<file path="src/hdl/chs_consts.svh">
// Constants of the charger supervisor: offsets, field positions, reset values and timing figures.
`ifndef CHS_CONSTS_SVH
`define CHS_CONSTS_SVH
// Clock period and time units in nanoseconds and microseconds.
`define CHS_CLK_NS 10
`define CHS_NS_PER_US 1000
`define CHS_US_PER_MS 1000
// Register offsets on the plain register port.
`define CHS_A_CTRL 8'h00
`define CHS_A_TIME 8'h04
`define CHS_A_EVEN 8'h08
`define CHS_A_CHGI 8'h0c
`define CHS_A_CHGV 8'h10
`define CHS_A_STAT 8'h14
// Control register bit positions.
`define CHS_C_PK_SYS 0
`define CHS_C_PK_IIN 1
`define CHS_C_EXT 2
`define CHS_C_CLR 3
`define CHS_C_LPM 4
`define CHS_C_LPA 5
`define CHS_C_OCP_EN 6
`define CHS_C_OCP_SEL 7
`define CHS_C_FL_LOW 8
`define CHS_C_FL_RNG 9
`define CHS_C_WD_LO 10
`define CHS_C_FL_EN 12
// Control reset value: watchdog period select 11b, everything else off.
`define CHS_CTRL_RST 13'h0c00
// Timing register fields and their reset value.
`define CHS_OVERLOAD_DURATION_LO 0
`define CHS_T_TMAX_LO 2
`define CHS_T_PW_LO 4
`define CHS_TIME_RST 6'h3f
// Status register bit positions.
`define CHS_S_FLOOR 8
`define CHS_S_EXIT 9
`define CHS_S_OVP 10
`define CHS_S_OCP 11
`define CHS_S_PK 12
`define CHS_S_SUSP 13
`define CHS_S_WD 14
// Selectable times in milliseconds for each two-bit select.
`define CHS_OVLD_MS {16'd20, 16'd10, 16'd2, 16'd1}
`define CHS_TMAX_MS {16'd40, 16'd20, 16'd10, 16'd5}
`define CHS_PW_MS {16'd10, 16'd5, 16'd2, 16'd1}
`define CHS_WD_MS {32'd175000, 32'd88000, 32'd44000, 32'd0}
// Deglitch figures.
`define CHS_OVP_RISE_US 100
`define CHS_OVP_FALL_US 1000
`define CHS_OCP_RISE_US 250
`define CHS_OCP_FALL_MS 250
`endif

</file>
<file path="src/hdl/chs_pkg.sv">
// Types shared by the charger supervisor.
`default_nettype none
package chs_pkg;
  // Comparator results from the analog front end, all active high.
  typedef struct packed {
    logic sys_under;     // System voltage below the minimum system voltage.
    logic iin_over_lim1; // Input current above the level-one limit.
    logic peak_ev;       // Input current above 110 percent of the level-two limit.
    logic avg_ev;        // Input current above 110 percent of the input limit setting.
    logic dis1_ev;       // Discharge current level one.
    logic dis2_ev;       // Discharge current level two.
    logic adapter_low;   // Input supply voltage below the 3.2 V adapter threshold.
    logic batt_pin;      // Battery presence pin level.
    logic cmp_out;       // Independent comparator output level.
    logic floor_100;     // Input voltage below 100 percent of the floor.
    logic floor_91;      // Input voltage below 91 percent of the floor.
    logic floor_83;      // Input voltage below 83 percent of the floor.
    logic assist_exit;   // Exit from assist mode.
    logic cmp_below_1v2; // Comparator input below the fixed 1.2 V threshold.
    logic ovp_rise;      // Input supply above the overvoltage rising threshold.
    logic ovp_fall;      // Input supply below the overvoltage falling threshold.
    logic oc_133;        // Input current above 1.33 times the level-two setting.
    logic oc_200;        // Input current above 2 times the level-two setting.
  } chs_sense_t;
  // One request on the register port.
  typedef struct packed {
    logic [7:0] addr;
    logic [31:0] wdata;
    logic wr;
    logic rd;
  } chs_bus_t;
  // Peak power sequencer states.
  typedef enum logic [1:0] {PK_IDLE, PK_LVL2, PK_LVL1} chs_pk_t;
endpackage
`default_nettype wire

</file>
<file path="src/hdl/chs_supervisor.sv">
// Charger supervisor: peak power sequencer, hot alert, watchdog and input faults.
//
// Added by the designer: the register addresses and strobed register access.
`default_nettype none
`include "chs_consts.svh"
// Summary of operation
// - Level two for overload time, then level one.
// - New cycle at cycle end if trigger persists.
// - Suspend charging after overload time until next cycle.
// - System undershoot triggers peak power when enabled.
// - Input overshoot triggers peak power when enabled.
// - Adapter peak and average current events.
// - Adapter removal, battery removal, comparator falling events.
// - Floor threshold chosen by lower and range bits.
// - Assist exit always on; others need enables.
// - Alert pulse of minimum width, extended while active.
// - Extension mode holds alert until clear written.
// - Floor and assist exit hold until status cleared.
// - Low power alert when comparator below 1.2 V.
// - Status sticky; read clears only inactive events in bits 0 to 7, floor and exit by write.
// - Several events set all bits, extend pulse.
// - Watchdog expiry zeroes only the charge current.
// - Charge writes and period writes restart watchdog.
// - Overvoltage deglitched 100 us, recovers after 1 ms.
// - Overcurrent stops switching, 250 us in, 250 ms out.
// - Overcurrent off at reset, read-cleared fault bit.
module chs_supervisor #(
  parameter int CYC_PER_US = `CHS_NS_PER_US / `CHS_CLK_NS, // Cycles per microsecond tick.
  parameter int US_PER_MS = `CHS_US_PER_MS                  // Microsecond ticks per millisecond tick.
) (
  input wire logic sys_clk,
  input wire logic srst,
  input wire chs_pkg::chs_bus_t bus,
  output logic [31:0] rdata,
  input wire chs_pkg::chs_sense_t sense,
  output logic cpu_hot_alert_n,
  output logic charge_ok_out,
  output logic converter_en,
  output logic limit_lvl2_sel,
  output logic charge_en,
  output logic [15:0] charge_current_setting,
  output logic [15:0] charge_voltage_setting
);
  // ****************************************************************
  // Input synchronisers and prescaler
  // ****************************************************************
  chs_pkg::chs_sense_t s1_q, s_q, sp_q; // First stage, second stage, previous value.
  logic [6:0] pre_q;                    // Cycle prescaler.
  logic [9:0] usc_q;                    // Microsecond prescaler.
  logic tick_us, tick_ms;
  // Two flip-flops before any logic looks at the comparators.
  always_ff @(posedge sys_clk) begin
    if (srst) begin
      s1_q <= '0;
      s_q <= '0;
      sp_q <= '0;
    end else begin
      s1_q <= sense;
      s_q <= s1_q;
      sp_q <= s_q;
    end
  end
  assign tick_us = (pre_q == 7'(CYC_PER_US - 1));
  assign tick_ms = tick_us && (usc_q == 10'(US_PER_MS - 1));
  // Prescaler producing microsecond and millisecond ticks.
  always_ff @(posedge sys_clk) begin
    if (srst) begin
      pre_q <= '0;
      usc_q <= '0;
    end else begin
      pre_q <= tick_us ? 7'h00 : pre_q + 7'h01;
      if (tick_us) begin
        usc_q <= tick_ms ? 10'h000 : usc_q + 10'h001;
      end
    end
  end
  // ****************************************************************
  // Registers
  // ****************************************************************
  logic [12:0] ctrl_q;  // Control bits.
  logic [5:0] time_q;   // Overload, cycle and pulse width selects.
  logic [7:0] even_q;   // Hot event enable field.
  logic [15:0] chgi_q, chgv_q;
  logic [9:0] stat_q;   // Event status bits.
  logic ovp_q, ocp_act_q, ocp_flt_q, wd_exp_q;
  logic wr_ctrl, wr_chg, rd_stat, wd_fire;
  logic [9:0] act;      // Enabled events that are active now.
  assign wr_ctrl = bus.wr && (bus.addr == `CHS_A_CTRL);
  assign wr_chg = bus.wr && ((bus.addr == `CHS_A_CHGI) || (bus.addr == `CHS_A_CHGV));
  assign rd_stat = bus.rd && (bus.addr == `CHS_A_STAT);
  // Plain configuration writes.
  always_ff @(posedge sys_clk) begin
    if (srst) begin
      ctrl_q <= `CHS_CTRL_RST;
      time_q <= `CHS_TIME_RST;
      even_q <= 8'h00;
      chgv_q <= 16'h0000;
    end else if (bus.wr) begin
      if (bus.addr == `CHS_A_CTRL) begin
        ctrl_q <= bus.wdata[12:0];
      end else if (bus.addr == `CHS_A_TIME) begin
        time_q <= bus.wdata[5:0];
      end else if (bus.addr == `CHS_A_EVEN) begin
        even_q <= bus.wdata[7:0];
      end else if (bus.addr == `CHS_A_CHGV) begin
        chgv_q <= bus.wdata[15:0];
      end
    end
  end
  // Charge current: the watchdog expiry zeroes it, a host write wins.
  always_ff @(posedge sys_clk) begin
    if (srst) begin
      chgi_q <= 16'h0000;
    end else if (bus.wr && (bus.addr == `CHS_A_CHGI)) begin
      chgi_q <= bus.wdata[15:0];
    end else if (wd_fire) begin
      chgi_q <= 16'h0000;
    end
  end
  // Read data stands in the cycle after the read strobe; unmapped reads give zero.
  always_ff @(posedge sys_clk) begin
    if (srst) begin
      rdata <= 32'h0000_0000;
    end else if (bus.rd) begin
      if (bus.addr == `CHS_A_CTRL) begin
        rdata <= {19'h00000, ctrl_q};
      end else if (bus.addr == `CHS_A_TIME) begin
        rdata <= {26'h0000000, time_q};
      end else if (bus.addr == `CHS_A_EVEN) begin
        rdata <= {24'h000000, even_q};
      end else if (bus.addr == `CHS_A_CHGI) begin
        rdata <= {16'h0000, chgi_q};
      end else if (bus.addr == `CHS_A_CHGV) begin
        rdata <= {16'h0000, chgv_q};
      end else if (bus.addr == `CHS_A_STAT) begin
        rdata <= {17'h00000, wd_exp_q, !charge_en, limit_lvl2_sel, ocp_flt_q, ovp_q, stat_q};
      end else begin
        rdata <= 32'h0000_0000;
      end
    end
  end
  // ****************************************************************
  // Peak power sequencer
  // ****************************************************************
  localparam logic [63:0] OVLD_MS = `CHS_OVLD_MS;
  localparam logic [63:0] TMAX_MS = `CHS_TMAX_MS;
  chs_pkg::chs_pk_t pk_q;
  logic [19:0] pk_us_q; // Microseconds since the cycle began.
  logic pk_trig;
  logic [19:0] ovld_us, tmax_us;
  assign pk_trig = (ctrl_q[`CHS_C_PK_SYS] && s_q.sys_under)
                || (ctrl_q[`CHS_C_PK_IIN] && s_q.iin_over_lim1);
  assign ovld_us = 20'(OVLD_MS[16*time_q[1:0] +: 16] * US_PER_MS);
  assign tmax_us = 20'(TMAX_MS[16*time_q[3:2] +: 16] * US_PER_MS);
  // Level two, then level one, then either restart or go idle.
  always_ff @(posedge sys_clk) begin
    if (srst) begin
      pk_q <= chs_pkg::PK_IDLE;
      pk_us_q <= '0;
    end else begin
      case (pk_q)
        chs_pkg::PK_IDLE: begin
          pk_us_q <= '0;
          if (pk_trig) begin
            pk_q <= chs_pkg::PK_LVL2;
          end
        end
        chs_pkg::PK_LVL2: begin
          pk_us_q <= pk_us_q + 20'(tick_us);
          if (pk_us_q >= ovld_us) begin
            pk_q <= chs_pkg::PK_LVL1;
          end
        end
        default: begin
          pk_us_q <= pk_us_q + 20'(tick_us);
          if (pk_us_q >= tmax_us) begin
            pk_us_q <= '0;
            pk_q <= pk_trig ? chs_pkg::PK_LVL2 : chs_pkg::PK_IDLE;
          end
        end
      endcase
    end
  end
  assign limit_lvl2_sel = (pk_q == chs_pkg::PK_LVL2);
  // Charging is held off for the rest of a cycle once level two has ended.
  assign charge_en = (pk_q != chs_pkg::PK_LVL1) && (chgi_q != 16'h0000) && converter_en;
  // ****************************************************************
  // Hot events, status and alert
  // ****************************************************************
  localparam logic [63:0] PW_MS = `CHS_PW_MS;
  logic floor_ev;
  logic [19:0] pw_q;  // Remaining pulse time in microseconds.
  logic ext_q, lp_alert;
  // Floor threshold select.
  assign floor_ev = !ctrl_q[`CHS_C_FL_LOW] ? s_q.floor_100 :
                    (ctrl_q[`CHS_C_FL_RNG] ? s_q.floor_91 : s_q.floor_83);
  // Edge events last one cycle: removal rising, battery pin and comparator falling.
  assign act[7:0] = even_q & {s_q.sys_under, sp_q.cmp_out && !s_q.cmp_out,
                               sp_q.batt_pin && !s_q.batt_pin, s_q.adapter_low && !sp_q.adapter_low,
                               s_q.dis2_ev, s_q.dis1_ev, s_q.avg_ev, s_q.peak_ev};
  assign act[`CHS_S_FLOOR] = ctrl_q[`CHS_C_FL_EN] && floor_ev;
  assign act[`CHS_S_EXIT] = s_q.assist_exit;
  // Status bits: every active event sets its bit, set wins over clear.
  always_ff @(posedge sys_clk) begin
    if (srst) begin
      stat_q <= '0;
    end else begin
      for (int i = 0; i < 10; i++) begin
        if (act[i]) begin
          stat_q[i] <= 1'b1;
        end else if (i < 8 && rd_stat) begin
          stat_q[i] <= 1'b0;
        end else if (i >= 8 && bus.wr && bus.addr == `CHS_A_STAT && !bus.wdata[i]) begin
          stat_q[i] <= 1'b0;
        end
      end
    end
  end
  // Minimum pulse timer restarted by any enabled event.
  always_ff @(posedge sys_clk) begin
    if (srst) begin
      pw_q <= '0;
    end else if (|act) begin
      pw_q <= 20'(PW_MS[16*time_q[5:4] +: 16] * US_PER_MS);
    end else if (tick_us && pw_q != 20'h00000) begin
      pw_q <= pw_q - 20'h00001;
    end
  end
  // Extension latch: cleared by writing 0 to the clear bit, a new trigger wins.
  always_ff @(posedge sys_clk) begin
    if (srst) begin
      ext_q <= 1'b0;
    end else if (ctrl_q[`CHS_C_EXT] && |act) begin
      ext_q <= 1'b1;
    end else if (wr_ctrl && !bus.wdata[`CHS_C_CLR]) begin
      ext_q <= 1'b0;
    end
  end
  assign lp_alert = ctrl_q[`CHS_C_LPM] && ctrl_q[`CHS_C_LPA] && s_q.cmp_below_1v2;
  // Alert pin: pulse, active events, extension, low power alert and the two held status bits.
  always_ff @(posedge sys_clk) begin
    if (srst) begin
      cpu_hot_alert_n <= 1'b1;
    end else begin
      cpu_hot_alert_n <= !((pw_q != 20'h00000) || (|act) || ext_q || lp_alert
                         || stat_q[`CHS_S_FLOOR] || stat_q[`CHS_S_EXIT]);
    end
  end
  // ****************************************************************
  // Watchdog
  // ****************************************************************
  localparam logic [127:0] WD_MS = `CHS_WD_MS;
  logic [31:0] wd_q; // Milliseconds since the last restart.
  logic [1:0] wd_sel;
  assign wd_sel = ctrl_q[`CHS_C_WD_LO +: 2];
  assign wd_fire = (wd_sel != 2'b00) && (wd_q >= WD_MS[32*wd_sel +: 32]) && !wd_exp_q && !wr_ctrl && !wr_chg;
  // Counts milliseconds; charge or period writes restart it, 00b stops it.
  always_ff @(posedge sys_clk) begin
    if (srst || wr_ctrl || wr_chg || wd_sel == 2'b00) begin
      wd_q <= '0;
    end else if (tick_ms && !wd_exp_q) begin
      wd_q <= wd_q + 32'h0000_0001;
    end
  end
  // Expiry flag, held until the watchdog is restarted.
  always_ff @(posedge sys_clk) begin
    if (srst || wr_ctrl || wr_chg) begin
      wd_exp_q <= 1'b0;
    end else if (wd_fire) begin
      wd_exp_q <= 1'b1;
    end
  end
  // ****************************************************************
  // Input overvoltage and overcurrent
  // ****************************************************************
  logic [9:0] ovc_q, occ_q; // Deglitch counters in microseconds or milliseconds.
  logic oc_cond;
  // Overvoltage: rising deglitch in microseconds, falling deglitch in microseconds.
  always_ff @(posedge sys_clk) begin
    if (srst) begin
      ovp_q <= 1'b0;
      ovc_q <= '0;
    end else if (!ovp_q ? !s_q.ovp_rise : !s_q.ovp_fall) begin
      ovc_q <= '0;
    end else if (tick_us) begin
      ovc_q <= ovc_q + 10'h001;
      if (!ovp_q && ovc_q >= 10'(`CHS_OVP_RISE_US)) begin
        ovp_q <= 1'b1;
        ovc_q <= '0;
      end else if (ovp_q && ovc_q >= 10'(`CHS_OVP_FALL_US)) begin
        ovp_q <= 1'b0;
        ovc_q <= '0;
      end
    end
  end
  assign oc_cond = ctrl_q[`CHS_C_OCP_EN] && (ctrl_q[`CHS_C_OCP_SEL] ? s_q.oc_200 : s_q.oc_133);
  // Overcurrent: 250 us to trip, 250 ms to recover; disabling ends it at once.
  always_ff @(posedge sys_clk) begin
    if (srst || !ctrl_q[`CHS_C_OCP_EN]) begin
      ocp_act_q <= 1'b0;
      occ_q <= '0;
    end else if (ocp_act_q == oc_cond) begin
      occ_q <= '0;
    end else if (!ocp_act_q ? tick_us : tick_ms) begin
      occ_q <= occ_q + 10'h001;
      if (!ocp_act_q && occ_q >= 10'(`CHS_OCP_RISE_US)) begin
        ocp_act_q <= 1'b1;
        occ_q <= '0;
      end else if (ocp_act_q && occ_q >= 10'(`CHS_OCP_FALL_MS)) begin
        ocp_act_q <= 1'b0;
        occ_q <= '0;
      end
    end
  end
  // Fault bit: set on trip, cleared by a status read, set wins.
  always_ff @(posedge sys_clk) begin
    if (srst) begin
      ocp_flt_q <= 1'b0;
    end else if (oc_cond && !ocp_act_q && tick_us && occ_q >= 10'(`CHS_OCP_RISE_US)) begin
      ocp_flt_q <= 1'b1;
    end else if (rd_stat) begin
      ocp_flt_q <= 1'b0;
    end
  end
  // Charge-ok goes low while the overvoltage flag stands.
  always_ff @(posedge sys_clk) begin
    if (srst) begin
      charge_ok_out <= 1'b1;
    end else begin
      charge_ok_out <= !ovp_q;
    end
  end
  assign converter_en = !ovp_q && !ocp_act_q;
  assign charge_current_setting = chgi_q;
  assign charge_voltage_setting = chgv_q;
  // ****************************************************************
  // Assertions
  // ****************************************************************
  property p_ovp_ok;
    @(posedge sys_clk) disable iff (srst) $rose(ovp_q) |=> !charge_ok_out && !converter_en;
  endproperty
  a_ovp_ok: assert property (p_ovp_ok) else $error("charge ok not low on overvoltage");
  property p_ocp_off;
    @(posedge sys_clk) disable iff (srst) !ctrl_q[`CHS_C_OCP_EN] |=> !ocp_act_q;
  endproperty
  a_ocp_off: assert property (p_ocp_off) else $error("overcurrent active while disabled");
  property p_pk_start;
    @(posedge sys_clk) disable iff (srst) (pk_q == chs_pkg::PK_IDLE && pk_trig) |=> limit_lvl2_sel;
  endproperty
  a_pk_start: assert property (p_pk_start) else $error("peak cycle did not start");
  property p_susp;
    @(posedge sys_clk) disable iff (srst) $fell(limit_lvl2_sel) && pk_q == chs_pkg::PK_LVL1 |-> !charge_en;
  endproperty
  a_susp: assert property (p_susp) else $error("charging not suspended after overload");
  property p_wd;
    @(posedge sys_clk) disable iff (srst) wd_fire && !(bus.wr && bus.addr == `CHS_A_CHGI)
      |=> chgi_q == 16'h0000 && wd_exp_q;
  endproperty
  a_wd: assert property (p_wd) else $error("watchdog expiry kept charge current");
  property p_alert;
    @(posedge sys_clk) disable iff (srst) |act |=> !cpu_hot_alert_n ##1 (pw_q != 20'h00000);
  endproperty
  a_alert: assert property (p_alert) else $error("alert pulse missing");
  property p_stat;
    @(posedge sys_clk) disable iff (srst) act[0] |=> stat_q[0];
  endproperty
  a_stat: assert property (p_stat) else $error("status bit not set");
  property p_hold;
    @(posedge sys_clk) disable iff (srst) stat_q[`CHS_S_EXIT] |=> !cpu_hot_alert_n;
  endproperty
  a_hold: assert property (p_hold) else $error("alert released while exit status set");
  property p_lp;
    @(posedge sys_clk) disable iff (srst) lp_alert |=> !cpu_hot_alert_n;
  endproperty
  a_lp: assert property (p_lp) else $error("low power alert missing");
  c_restart: cover property (@(posedge sys_clk) pk_q == chs_pkg::PK_LVL1 ##1 pk_q == chs_pkg::PK_LVL2);
  c_ovp: cover property (@(posedge sys_clk) $rose(ovp_q));
  c_wd: cover property (@(posedge sys_clk) wd_fire);
  c_ext: cover property (@(posedge sys_clk) ext_q && act == 10'h000);
endmodule // chs_supervisor
`default_nettype wire

</file>
<file path="config.mk">
export PLATFORM = sky130hd
export DESIGN_NAME = chs_supervisor
export DESIGN_NICKNAME = d
export VERILOG_FILES = /design/src/hdl/chs_pkg.sv /design/src/hdl/chs_supervisor.sv
export VERILOG_INCLUDE_DIRS = /design/src /design/src/hdl
export SDC_FILE = /design/constraint.sdc
export NUM_CORES = 1
export LEC_CHECK = 0
export BUFFER_PORTS_ARGS = -buffer_cell sky130_fd_sc_hd__buf_4
export CAP_MARGIN = 25
export CORE_MARGIN = 5
export CORE_UTILIZATION = 45
export DETAILED_ROUTE_END_ITERATION = 8
export PLACE_DENSITY = 0.62
export SLEW_MARGIN = 20
export SYNTH_ARGS = -nofsm -noshare
export SYNTH_HDL_FRONTEND = slang
export SYNTH_SLANG_ARGS = --single-unit
export TNS_END_PERCENT = 100
</file>
<file path="constraint.sdc">
create_clock -name sys_clk -period 3.2 [get_ports sys_clk]
set_input_delay 0.48 -clock sys_clk [delete_from_list [all_inputs] [get_ports sys_clk]]
set_output_delay 0.48 -clock sys_clk [all_outputs]
set_load 0.005 [all_outputs]
</file>
==> flow_summary.json <==
{
  "status": "finished, violations left",
  "hpwl_um": 22800,
  "rsz0062_at_grt": "true",
  "yosysWarnings": 0,
  "syn-instance-count": 1428,
  "synth_edf_count": 0,
  "ys.flop_type": "dfxtp_1",
  "drc": 0,
  "core-area_mm2": 0.0269,
  "fp.dieW_um": 175,
  "wl_um": 31600,
  "hp-class": "in -> reg",
  "die-area_mm2": 0.0306,
  "fmax_mhz": 295,
  "final-setup-viol-count": 22,
  "maxCapViolations": 0,
  "start_util_pct": 45.6,
  "switching_share_pct": 22.3,
  "power.density_mw_per_mm2": 433,
  "place_ws_ns": -0.241,
  "gp_congestion": 0.844,
  "synth_seq_cells": 242,
  "ys_async_sr_fraction_pct": 0,
  "leakage_uw": 0.00576,
  "met1_usage_pct": 27.4,
  "ant_nets": 0,
  "drive_gt1_share_pct": 16.8,
  "clock-sinks": 242,
  "cts_root_buffer": "clkbuf_16",
  "grt_overflow": 0,
  "fin_ws_ns": -0.192,
  "crit_arrival_ns": 3.87,
  "vdd_drop_max_v": 0.000411,
  "power.switching_uw": 1420,
  "power_frac_seq_pct": 48.3,
  "cp_top_family": "adder cells",
  "cts_tree": "yes",
  "cts_buffers": 26,
  "cp-end-kind": "flip-flop",
  "internal_power_uw": 4960,
  "nFillCells": 2512,
  "io_buffers": 98,
  "die_y_um": 175,
  "violations": "negative setup slack",
  "crit_chain": "ha_2 -> ha_4 -> xnor2_2 -> a21boi_1 -> ha_1 -> ha_2 -> nor2_2 -> nor2_1 -> o31ai_1 -> o21ai_1 -> nand3_1 -> ha_1 -> nand4_1 -> nor3_2 -> o311ai_1 -> nand4_1 -> a21o_1 -> buf_6 -> buf_16 -> nor2_1",
  "place_area_mm2": 0.0135,
  "drtIter0Drc": 704,
  "crit_buf_inv": 2,
  "pwr-share-clk_pct": 46.9,
  "vias": 10400,
  "avgSynthCellArea_um2": 8.59,
  "cts_buffer_depth": 3,
  "grt_pass1_vias": 9791,
  "crit_fanout": 5,
  "p_comb_share_pct": 4.9,
  "grtUsageMet3_pct": 3.57,
  "holdBufCountCts": 0,
  "worst_pin_slew_ns": 0.786,
  "track_usage_pct": 20.1,
  "drt-pass1-iter-count": 5,
  "fin_nets": 1713,
  "slowest_delay_ns": 0.40,
  "maxSlewViolCount": 0,
  "avgViaCountPerCell": 5.46,
  "worstSetupPathType": "reg -> reg",
  "h-tree-depth": 1,
  "pin_count": 131,
  "grt.met2_usage_pct": 32.3,
  "hold_viol": 0,
  "post-route-period-util_pct": 106,
  "yosysSeqAreaShare_pct": 39.5,
  "required_ns": 3.68,
  "slew_headroom_pct": 47.2,
  "grt_pass1_wl_um": 51300,
  "postLayoutCellArea_mm2": 0.0147,
  "clkSlewWorstSetupHoldPaths_ns": 0.06,
  "fin_skew_ns": 0.0176,
  "wire_per_inst_um": 16.6,
  "synth.distinct_cells": 72,
  "antenna_found_initial": 2,
  "post-route-min-period_ns": 3.39,
  "synth_area_mm2": 0.0123,
  "top_usage_layer": "met2",
  "fp-row-count": 60,
  "area_growth_syn_to_layout_pct": 20.1,
  "clkLatencyLatePin_ns": 0.55,
  "worstSetupStartpointType": "flip-flop",
  "crit_path_top_delay_cell": "dfxtp_4",
  "grt_max_degree": 67
}
## cell usage after synthesis (9+ instances only)
master	count	area share (%)
nor3_1	27	1.1
xnor2_1	42	3.0
nand3_1	75	3.1
inv_1	57	1.7
mux2i_1	16	1.3
and3_1	15	0.77
o21ai_0	22	0.90
xor2_1	56	4.0
buf_4	19	1.2
nand2_1	152	4.7
or3_1	10	0.51
dfxtp_1	242	40
nand4_1	24	1.2
nor2_1	150	4.6
clkbuf_1	39	1.2
buf_2	15	0.61
nor2b_1	46	2.3
a211oi_1	23	1.4
nand2b_1	17	0.87
a21oi_1	116	4.7
a31oi_1	9	0.46
nor4_1	12	0.61
ha_1	97	9.9
a22oi_1	16	0.98
## worst register-to-register path, stage by stage (launching register included)
cell      delay, ns
dfxtp_4        0.40
ha_2           0.23
ha_4           0.22
xnor2_2        0.12
a21boi_1       0.17
ha_1           0.26
ha_2           0.19
nor2_2         0.07
nor2_1         0.05
o31ai_1        0.19
o21ai_1        0.09
nand3_1        0.10
ha_1           0.24
nand4_1        0.11
nor3_2         0.06
o311ai_1       0.07
nand4_1        0.17
a21o_1         0.24
buf_6          0.15
buf_16         0.14
nor2_1         0.07
## final timing paths
| check | slack (ns) | start | endpoint | depth (start not counted) |
|---|---|---|---|---|
| max reg2reg | -0.19 | time_q[3] | pk_us_q[9] | 20 |
| max | -0.19 | time_q[3] | pk_us_q[9] | 20 |
| min reg2reg | 0.43 | s1_q[16] | s_q[16] | 1 |
| min | 0.15 | sense[4] | s1_q[4] | 2 |
## per-layer routing
metal	part of all wire, %	vias to the layer above	routed length, um
met5	0.041	-	13
met4	3.6	2	1150
met1	45	4889	14400
met3	6.0	66	1900
li1	-	5191	-
met2	45	280	14200
## power by group through the flow
stage	combinational (uW)	sequential, uW	clock, uW
floorplan	205	3140	0
global placement	304	3150	0
detailed placement	307	3150	0
CTS	309	3080	3070
global route	340	3080	3200
finish	310	3080	2990
## cell type report
cell class	count	area [um^2]	area share, %
timing repair buffer	157	1270	8.66
clock inverter	6	95.1	0.646
multi-input combinational	1067	7100	48.2
inverter	58	228	1.55
sequential	242	4850	32.9
clock buffer	37	752	5.10
tap	341	427	2.90
antenna	1	2.50	0.0170
## stage by stage
step	hold WS, ns	std cells	utilization (%)	setup TNS, ns	power [uW]
4_1_cts	0.126	1907	54.5	-4.92	6460
5_1_grt	0.127	1909	54.8	-8.52	6620
2_1_floorplan	0.414	1446	-	-0.0389	3340
3_3_place_gp	0.417	1856	50.3	-2.55	3450
6_report	0.145	1909	54.8	-3.81	6380
3_5_place_dp	0.422	1856	50.3	-4.98	3450
## what timing repair did
item	CTS	global route
cloned	3	0
buffers inserted	6	1
gates resized for setup	43	20
endpoints found under the setup margin	22	23
pin swaps	39	9
## sequential cells by signal (all words and copies together) (netlist names), 6 cells and up
name	count
pw_q	20
charge_voltage_setting	16
stat_q	10
usc_q	10
rdata	16
s1_q	18
occ_q	10
s_q	17
wd_q	32
time_q	6
pk_us_q	20
ctrl_q	13
charge_current_setting	16
pre_q	7
ovc_q	10
even_q	8
## cell usage in the layout, fill, tap and decap left out, drive strengths merged, types with 25 or more instances in the layout
| cell type | synthesis | routed |
|---|---|---|
| xor2 | 56 | 56 |
| inv | 57 | 57 |
| xnor2 | 42 | 42 |
| nand3 | 76 | 76 |
| buf | 39 | 157 |
| a21oi | 116 | 116 |
| nor3 | 28 | 28 |
| ha | 97 | 97 |
| nor2b | 46 | 46 |
| nand2 | 152 | 152 |
| dfxtp | 242 | 242 |
| nor2 | 150 | 150 |
| clkbuf | 40 | 37 |
| o21ai | 25 | 25 |
## logic make-up (layout without fill, tap and decap cells)
kind of cell	count (synthesis)	after routing	synth area share [%]
buffers and inverters	137	258	4.94
multiplexers	17	17	1.40
flip-flops	242	242	39.5
AND/OR/NAND/NOR	579	579	23.7
AO/OA/AOI/OAI	254	254	13.2
adder cells (fa/ha/maj)	99	99	10.2
other	2	21	0.0613
XOR/XNOR	98	98	7.00
(Power assumes the default switching activity.)
